File: config.mk
export PLATFORM = sky130hd
export DESIGN_NAME = pcrs_top
export DESIGN_NICKNAME = d
export VERILOG_FILES = /design/src/hw/pcrs_pkg.sv /design/src/hw/pcrs_top.sv
export SDC_FILE = /design/constraint.sdc
export NUM_CORES = 1
export LEC_CHECK = 0
export BUFFER_PORTS_ARGS = -buffer_cell sky130_fd_sc_hd__clkbuf_2
export CAP_MARGIN = 15
export CELL_PAD_IN_SITES_DETAIL_PLACEMENT = 0
export CELL_PAD_IN_SITES_GLOBAL_PLACEMENT = 1
export CORE_MARGIN = 2
export CORE_UTILIZATION = 55
export DETAILED_ROUTE_END_ITERATION = 16
export PLACE_DENSITY_LB_ADDON = 0.1
export SKIP_LAST_GASP = 1
export SYNTH_ARGS = -nofsm -noshare
export SYNTH_HDL_FRONTEND = slang
export SYNTH_SLANG_ARGS = --single-unit
File: constraint.sdc
create_clock -name clk -period 11.8 [get_ports clk]
set_clock_uncertainty 0.05 [all_clocks]
set_input_delay 1.18 -clock clk [delete_from_list [all_inputs] [get_ports clk]]
set_output_delay 1.18 -clock clk [all_outputs]
set_load 0.005 [all_outputs]
File: src/hw/pcrs_pkg.sv
// Purpose: constants and types of the program counter and return stack
// Assumes: APB register window, 32-bit data, byte data in the low bits
// Notes: one register per aligned word, upper data bits read as zero
//
// Contract
// - counter is 21 bits held as low, high and upper bytes
// - low byte is software read/write; high byte only through high latch
// - upper byte holds bits 20..16, reached only through upper latch
// - writing the low byte loads high and upper bytes from the latches
// - reading the low byte copies high and upper bytes into the latches
// - counter bit 0 is always zero; sequential step is two
// - calls, jumps and branches load the counter, ignoring the latches
// - calls and interrupt acknowledge push the counter; 31 nested levels
// - returns pop the counter; calls and returns leave latches alone
// - stack is 31 entries of 21 bits, 5-bit pointer, own address space
// - push increments pointer first, then writes the selected entry
// - pop loads counter from selected entry, then decrements pointer
// - every reset clears pointer; pointer zero has no storage behind it
// - only the selected entry is visible, as three read/write bytes
// - software reads and writes the pointer, range 0 to 31
// - 32nd push sets overflow flag; cleared by software or power-on
// - with option on, overflow also resets and forces pointer to zero
// - with option off, pointer stays 31 and pushes overwrite entry 31
// - software setting the overflow flag causes no reset
// - pop returning zero sets underflow flag; software or power-on clear
// - with option on, empty pop loads zero, sets flag and resets
// - with option off, empty pop loads zero and sets flag only
package pcrs_pkg;
    localparam int PC_W = 21;
    localparam int PTR_W = 5;
    localparam int UP_W = 5;
    localparam int ADDR_W = 8;
    localparam int DEPTH = 31;
    localparam logic [PTR_W-1:0] PTR_MAX = 5'h1F;
    localparam logic [PTR_W-1:0] PTR_ONE = 5'h01;
    localparam logic [PTR_W-1:0] PTR_RST = 5'h00;
    localparam logic [PC_W-1:0] PC_STEP = 21'h000002;
    localparam logic [PC_W-1:0] PC_RST = 21'h000000;
    // register byte offsets
    localparam logic [ADDR_W-1:0] OFF_PC_LOW = 8'h00;
    localparam logic [ADDR_W-1:0] OFF_HIGH_LATCH = 8'h04;
    localparam logic [ADDR_W-1:0] OFF_UPPER_LATCH = 8'h08;
    localparam logic [ADDR_W-1:0] OFF_TOP_LOW = 8'h0C;
    localparam logic [ADDR_W-1:0] OFF_TOP_HIGH = 8'h10;
    localparam logic [ADDR_W-1:0] OFF_TOP_UPPER = 8'h14;
    localparam logic [ADDR_W-1:0] OFF_STACK_PTR = 8'h18;
    localparam logic [ADDR_W-1:0] OFF_STATUS = 8'h1C;
    localparam logic [ADDR_W-1:0] OFF_CONFIG = 8'h20;
    // field positions and reset values
    localparam int STAT_OVF_BIT = 0;
    localparam int STAT_UNF_BIT = 1;
    localparam int CFG_OPT_BIT = 0;
    localparam logic CFG_OPT_RST = 1'b1;
    // core requests
    typedef enum logic [2:0] {
        OP_IDLE,
        OP_STEP,
        OP_JUMP,
        OP_CALL,
        OP_RETURN
    } pcrs_op_t;
endpackage

File: src/hw/pcrs_top.sv
// Purpose: program counter, byte latches and 31-level return stack
// Assumes: core requests one operation per enabled cycle
// Notes: software access completes one cycle after the access phase
`timescale 1ns/1ps
`default_nettype none
module pcrs_top (
    input wire logic clk,
    input wire logic rst_b,
    input wire logic por_b,
    input wire logic ce,
    input wire pcrs_pkg::pcrs_op_t core_op,
    input wire logic [pcrs_pkg::PC_W-1:0] core_target,
    input wire logic psel,
    input wire logic penable,
    input wire logic pwrite,
    input wire logic [pcrs_pkg::ADDR_W-1:0] paddr,
    input wire logic [31:0] pwdata,
    output logic [31:0] prdata,
    output logic pready,
    output logic pslverr,
    output logic [pcrs_pkg::PC_W-1:0] pc,
    output logic stack_overflow_flag,
    output logic stack_underflow_flag,
    output logic stack_reset_req
);
    import pcrs_pkg::*;

    logic [PC_W-1:0] pc_reg, pc_next;
    logic [7:0] high_byte_latch_reg, high_byte_latch_next;
    logic [UP_W-1:0] upper_byte_latch_reg, upper_byte_latch_next;
    logic [PTR_W-1:0] ptr_reg, ptr_next;
    logic ovf_reg, ovf_next, unf_reg, unf_next;
    logic opt_reg, opt_next;
    logic req_reg, req_next;
    logic pready_reg, pslverr_reg;
    logic [31:0] prdata_reg;
    logic [PC_W-1:0] stack_reg [1:DEPTH];
    logic wr_en;
    logic [PTR_W-1:0] wr_idx;
    logic [PC_W-1:0] wr_val;
    logic ovf_set, unf_set;
    logic [7:0] rd_byte;
    logic hit;

    // access phase first cycle; the answer follows one cycle later
    wire acc = psel & penable & ~pready_reg;
    wire sw_wr = acc & pwrite;
    wire sw_rd = acc & ~pwrite;
    wire a_low = paddr == OFF_PC_LOW;
    wire a_lath = paddr == OFF_HIGH_LATCH;
    wire a_latu = paddr == OFF_UPPER_LATCH;
    wire a_top_lo = paddr == OFF_TOP_LOW;
    wire a_top_hi = paddr == OFF_TOP_HIGH;
    wire a_top_up = paddr == OFF_TOP_UPPER;
    wire a_ptr = paddr == OFF_STACK_PTR;
    wire a_stat = paddr == OFF_STATUS;
    wire a_cfg = paddr == OFF_CONFIG;
    wire [7:0] wbyte = pwdata[7:0];

    // stack state seen by core and software
    wire empty = ptr_reg == PTR_RST;
    wire full = ptr_reg == PTR_MAX;
    wire [PC_W-1:0] top_entry = empty ? PC_RST : stack_reg[ptr_reg];
    wire [PTR_W-1:0] ptr_inc = ptr_reg + PTR_ONE;
    wire [PTR_W-1:0] ptr_dec = ptr_reg - PTR_ONE;
    wire push_op = ce & (core_op == OP_CALL);
    wire pop_op = ce & (core_op == OP_RETURN);
    wire top_wr = sw_wr & (a_top_lo | a_top_hi | a_top_up);

    // software byte merged into the top entry
    wire [PC_W-1:0] top_merge = a_top_lo ?
        {top_entry[PC_W-1:8], wbyte} : a_top_hi ?
        {top_entry[PC_W-1:16], wbyte, top_entry[7:0]} :
        {wbyte[UP_W-1:0], top_entry[15:0]};

    // read decode
    always_comb begin
        hit = 1'b1;
        rd_byte = 8'h00;
        if (a_low) begin
            rd_byte = pc_reg[7:0];
        end else if (a_lath) begin
            rd_byte = high_byte_latch_reg;
        end else if (a_latu) begin
            rd_byte = 8'(upper_byte_latch_reg);
        end else if (a_top_lo) begin
            rd_byte = top_entry[7:0];
        end else if (a_top_hi) begin
            rd_byte = top_entry[15:8];
        end else if (a_top_up) begin
            rd_byte = 8'(top_entry[PC_W-1:16]);
        end else if (a_ptr) begin
            rd_byte = 8'(ptr_reg);
        end else if (a_stat) begin
            rd_byte = 8'({unf_reg, ovf_reg});
        end else if (a_cfg) begin
            rd_byte = 8'(opt_reg);
        end else begin
            hit = 1'b0;
        end
    end

    // core operations, then software writes on top
    always_comb begin
        pc_next = pc_reg;
        ptr_next = ptr_reg;
        high_byte_latch_next = high_byte_latch_reg;
        upper_byte_latch_next = upper_byte_latch_reg;
        opt_next = opt_reg;
        ovf_set = 1'b0;
        unf_set = 1'b0;
        req_next = 1'b0;
        wr_en = 1'b0;
        wr_idx = ptr_reg;
        wr_val = pc_reg;
        if (ce) begin
            case (core_op)
                OP_STEP: begin
                    pc_next = pc_reg + PC_STEP;
                end
                OP_JUMP: begin
                    pc_next = {core_target[PC_W-1:1], 1'b0};
                end
                OP_CALL: begin
                    pc_next = {core_target[PC_W-1:1], 1'b0};
                    if (full) begin
                        ovf_set = 1'b1;
                        if (opt_reg) begin
                            ptr_next = PTR_RST;
                            req_next = 1'b1;
                        end else begin
                            wr_en = 1'b1;
                        end
                    end else begin
                        ptr_next = ptr_inc;
                        wr_idx = ptr_inc;
                        wr_en = 1'b1;
                    end
                end
                OP_RETURN: begin
                    if (empty) begin
                        pc_next = PC_RST;
                        unf_set = 1'b1;
                        req_next = opt_reg;
                    end else begin
                        pc_next = {top_entry[PC_W-1:1], 1'b0};
                        ptr_next = ptr_dec;
                    end
                end
                default: begin
                end
            endcase
        end
        if (sw_wr && a_low) begin
            pc_next = {upper_byte_latch_reg, high_byte_latch_reg,
                wbyte[7:1], 1'b0};
        end
        if (sw_rd && a_low) begin
            high_byte_latch_next = pc_reg[15:8];
            upper_byte_latch_next = pc_reg[PC_W-1:16];
        end
        if (sw_wr && a_lath) begin
            high_byte_latch_next = wbyte;
        end
        if (sw_wr && a_latu) begin
            upper_byte_latch_next = wbyte[UP_W-1:0];
        end
        if (sw_wr && a_ptr) begin
            ptr_next = wbyte[PTR_W-1:0];
        end
        if (sw_wr && a_cfg) begin
            opt_next = wbyte[CFG_OPT_BIT];
        end
        if (top_wr && !wr_en && !empty) begin
            wr_en = 1'b1;
            wr_val = top_merge;
        end
    end

    // flags: hardware set wins over a software clear
    wire sw_stat = sw_wr & a_stat;
    assign ovf_next = (sw_stat ? wbyte[STAT_OVF_BIT] : ovf_reg) | ovf_set;
    assign unf_next = (sw_stat ? wbyte[STAT_UNF_BIT] : unf_reg) | unf_set;

    // storage entries 1..31; pointer zero has none
    for (genvar i = 1; i <= DEPTH; i++) begin : g_ent
        wire we = wr_en & (wr_idx == PTR_W'(i));
        always_ff @(posedge clk) begin
            if (!rst_b) begin
                stack_reg[i] <= PC_RST;
            end else if (ce && we) begin
                stack_reg[i] <= wr_val;
            end
        end
    end

    // counter, latches and pointer
    always_ff @(posedge clk) begin
        if (!rst_b) begin
            pc_reg <= PC_RST;
            high_byte_latch_reg <= 8'h00;
            upper_byte_latch_reg <= '0;
            ptr_reg <= PTR_RST;
            opt_reg <= CFG_OPT_RST;
            req_reg <= 1'b0;
        end else if (ce) begin
            pc_reg <= pc_next;
            high_byte_latch_reg <= high_byte_latch_next;
            upper_byte_latch_reg <= upper_byte_latch_next;
            ptr_reg <= ptr_next;
            opt_reg <= opt_next;
            req_reg <= req_next;
        end
    end

    // flags survive all but power-on reset
    always_ff @(posedge clk) begin
        if (!por_b) begin
            ovf_reg <= 1'b0;
            unf_reg <= 1'b0;
        end else if (ce) begin
            ovf_reg <= ovf_next;
            unf_reg <= unf_next;
        end
    end

    // bus answer
    always_ff @(posedge clk) begin
        if (!rst_b) begin
            pready_reg <= 1'b0;
            pslverr_reg <= 1'b0;
            prdata_reg <= 32'h00000000;
        end else if (ce) begin
            pready_reg <= acc;
            pslverr_reg <= acc & ~hit;
            prdata_reg <= sw_rd ? 32'(rd_byte) : prdata_reg;
        end
    end

    assign prdata = prdata_reg;
    assign pready = pready_reg;
    assign pslverr = pslverr_reg;
    assign pc = pc_reg;
    assign stack_overflow_flag = ovf_reg;
    assign stack_underflow_flag = unf_reg;
    assign stack_reset_req = req_reg;

    // helper terms for the checks
    wire quiet = !acc;
    wire idle_core = ce & (core_op == OP_IDLE);
endmodule
`default_nettype wire

* Word-level counts from Yosys, hierarchy flattened
Memory sizes are Yosys's and may differ from the RTL's. A register that Yosys moved wholly into a read port is not among the register bits.
Cells that the tools add are included.
W data, S select, Z words.
** Storage, ports and cells
- Register bits :: 53
- Bits in writable memories :: 651
- Bits of input ports :: 71
- Output and inout bits :: 58
- Logic and storage cells :: 372
- Memories kept :: 1
** Memories
- stack_reg :: depth 31, bits a word 21, rd ports 1, clocked after Yosys merged registers in 1, wr ports 31, line pcrs_top.sv:37 : logic [PC_W-1:0] stack_reg [1:DEPTH];
** Cells by class
- Add/sub/neg operators :: 3
- Eq/ne operators :: 46
- Muxes and demuxes :: 181
- Bitwise logic cells :: 76
- Reductions and logical operators :: 54
** Operators by type and width (count)
- $mux W21 :: 37
- $mux W1 :: 120
- $eq A5 B5 Y1 const B :: 17
- $mux W5 :: 13
- $pmux W21 S3 :: 1
- $mux W8 :: 7
- $eq A5 B4 Y1 const B :: 8
- $logic_and A1 B1 Y1 :: 39
- $and A1 B1 Y1 :: 38
- $or A1 B1 Y1 :: 35
- $eq A8 B5 Y1 const B :: 4
- $add A21 B2 Y21 const B :: 1
- $eq A5 B3 Y1 const B :: 4
- $eq A8 B4 Y1 const B :: 2
- $eq A5 B2 Y1 const B :: 2
- $pmux W5 S2 :: 1
- $reduce_and A2 Y1 :: 5
- $eq A8 B3 Y1 const B :: 1
- $eq A8 B6 Y1 const B :: 1
- $logic_not A8 Y1 :: 1
- $eq A3 B2 Y1 const B :: 2
- $add A5 B1 Y5 const B :: 1
- $eq A5 B1 Y1 const B :: 1
- $logic_not A5 Y1 :: 1
- 14 further kinds :: 18

* Longest topological paths before layout
- Word-level depth :: 14
- Depth in mapped cells :: 14
- Mapped depth without buffers :: 11

* Least setup slack after synthesis
No wires, ideal clock.
- Path type :: input port to flip-flop
- Start point :: in paddr[5] (netlist name)
- End point :: mem stack_reg[2][0] (enable)
- Library setup time :: 428 ps
- Arrival time :: 4128 ps
- Data required time :: 11322 ps
- Path slack :: 7193 ps
- Cell stages on the path :: 7
- Buffers on the path :: 1
- Cells stage by stage :: or3_1 -> buf_2 -> nor3_2 -> a22oi_2 -> nor3_1 -> nand2_1 -> o21ai_0
** RTL lines
- start, declared :: line pcrs_top.sv:16 : input wire logic [pcrs_pkg::ADDR_W-1:0] paddr,
- end, declared :: line pcrs_top.sv:37

==> flow_summary.ini <==
[sta]
rsz0062_at_grt = false
finalSetupViolCount = 0
fin_tns_setup_ns = 0
fin_crit_sh_pct = 48.9
slew_violations = 0
timing.final.crit_period_ns = 5.77
fmax_mhz = 173
finalHoldViolCount = 0
worstMarginPinSlew_ns = 1.22
slew-limit-headroom_pct = 18.2

[cts]
cts_buffers = 76
path_clk_slew_ns = 0.07
cts_tree = built
hold_buffers = 0
post_cts_resized = 0
cts_buffer_depth = 3
clkSinkCount = 708
ctsRootBufferMaster = clkbuf_16
cts_setup_buffers = 0
ctsHtreeMaxLevel = 3
clkLatencyLatePin_ns = 0.64

[detailed_routing]
drtIter0Drc = 3472
drc_errors = 0
wl_per_cell_microns = 33.0
firstDrtPassIters = 5
via_count = 25500
ant_nets = 0
wl_microns = 120000
vias_per_cell = 6.99

[logic_synthesis]
ys_types = 86
ys_top_cells_by_count = 651 x edfxtp_1, 585 x nor3_1, 192 x clkbuf_1
yosysMostFrequentCell = edfxtp_1
async_reset_ff_share_pct = 0
synth_edf_count = 651
ys_seq_area_share_pct = 59.9
yosysWarnings = 0
ys.flop_type = edfxtp_1
synthTopCellsByArea = edfxtp_1 57%, nor3_1 8.5%, mux4_2 6.5%
ys_ff_latch = 708
synth_top_area_cell = edfxtp_1
avgSynthCellArea_sq_um = 12.4
syn_area_sq_um = 34500
synth_cells = 2777
netlist.area_leader.share_pct = 56.6

[die]
die_h_microns = 255
rows = 91
design.core.area_sq_um = 61900
die_x_microns = 255
io_pins = 129
initial_core_util_pct = 55.7
die-area_sq_um = 64800

[global_route]
grt_pass1_vias = 24100
antenna_found_initial = 1
track_usage_pct = 37.5
grt_pass1_wl_microns = 171000
overflow = 0
grt_max_degree = 95

[layout]
seqCellArea_sq_um = 20700
largest_reg_flops = 651
nFillCells = 4928
diodes = 0
fin_util_pct = 61.7
nets = 2823
fin_cells = 3643
drive_gt1_share_pct = 18.1
area.growth.synth_to_final_pct = 10.7
final_cell_area_sq_um = 38200
multi_input_area_sq_um = 12500

[power]
power.density_nw_per_um2 = 149
ir_worst_vdd_v = 0.000158
leakage_uw = 0.0121

[placed_design]
dp_hpwl_microns = 75000
dpl.cell_count = 3499
io_buffer_count = 78
postPlaceCellArea_sq_um = 35700
gp_congestion = 0.936

[worst_setup_path]
cp.arrival_ns = 6.04
endpoint = stack_reg[1][5]$_SDFFCE_PN0P_
rrSetupSlack_ns = 6.03
worstPathRequired_ns = 12.07
crit_type = reg2reg
r2r.worst_path.cells = 9
r2r_end = stack_reg[1][5]$_SDFFCE_PN0P_
endpoint_kind = register
crit_fanout = 94
crit_path_start_kind = register

[flow_run]
maxCapViolCount = 0

[outcome]
status = completed

[hold_path]
hold_class = reg2reg
holdCritStartpoint = pslverr$_SDFFE_PN0P_
==> through the flow <==
stage                     worst slack, ns  hold slack [ns]  total power (uW)
after CTS                            6.37            0.449              5690
after floorplan                      7.19            0.419              3140
final                                6.03            0.441              5690
after global placement               6.47            0.425              3320
after detailed placement             6.40            0.436              3330
after global routing                 5.90            0.492              5810
==> power breakdown <==
part,leakage [uW],total (uW),internal (uW),switching (uW)
registers,0.00719,2850,2810,42.6
logic,0.00369,434,118,316
clock network,0.00121,2400,1380,1030
total,0.0121,5690,4310,1380
==> worst min path at each step <==
stage	end	slack, ns	cells past startpoint
6_report	pslverr$_SDFFE_PN0P_	0.44	2
5_1_grt	high_byte_latch_reg[6]$_SDFFE_PN0P_	0.49	2
4_1_cts	pslverr$_SDFFE_PN0P_	0.45	2
3_5_place_dp	pslverr$_SDFFE_PN0P_	0.44	2
3_3_place_gp	pslverr$_SDFFE_PN0P_	0.43	2
2_1_floorplan	prdata[6]$_SDFFE_PN0P_	0.42	2
==> layer usage <==
metal  track usage, %  up-vias  share of wire (%)
li1                 -    10700                  -
met5                0        -                  0
met1             52.7    12700                 38
met3             8.79      282                 12
met4             18.7        0                5.5
met2             55.1     1758                 44
==> critical path: stages (launching register included) <==
cell and delay (ns):
dfxtp_4 0.86, buf_12 0.57, buf_4 0.57, mux4_1 0.63, mux2i_1 0.61, a32oi_1 0.42
o211ai_1 0.46, o31a_1 0.53, buf_4 0.42, nor3_1 0.12
==> layout by cell type, fill, tap and decap left out, types with 17 or more instances in the layout <==
cell and n:
edfxtp_1 651, nor3_1 585, nor2_1 169, nand2_1 117, buf_4 115, mux2i_1 109, mux4_2 99, clkbuf_16 78
clkbuf_2 78, nand3_1 69, a211oi_1 57, dfxtp_1 53, a21oi_1 43, o21ai_0 35, a221oi_1 33, o21ai_2 31
a22oi_1 31, conb_1 25, nor2_2 19, clkbuf_1 19, inv_1 17, clkinv_1 17
==> area by class of cell <==
class / instances / area share, %
Inverter: 18 / 0.177
Clock buffer: 97 / 5.29
Multi-Input combinational cell: 1739 / 32.8
Tap cell: 837 / 2.74
Sequential cell: 708 / 54.2
Clock inverter: 43 / 1.18
Timing Repair Buffer: 201 / 3.66
==> cell families after synthesis <==
group,Yosys count,synth area share (%)
AO/OA/AOI/OAI,380,8.13
adder cells (fa/ha/maj),8,0.290
multiplexers,233,10.9
other,1,0.0109
buffers and inverters,354,5.02
XOR/XNOR,20,0.507
AND/OR/NAND/NOR,1073,15.2
flip-flops,708,59.9
(Power assumes the default switching activity.)
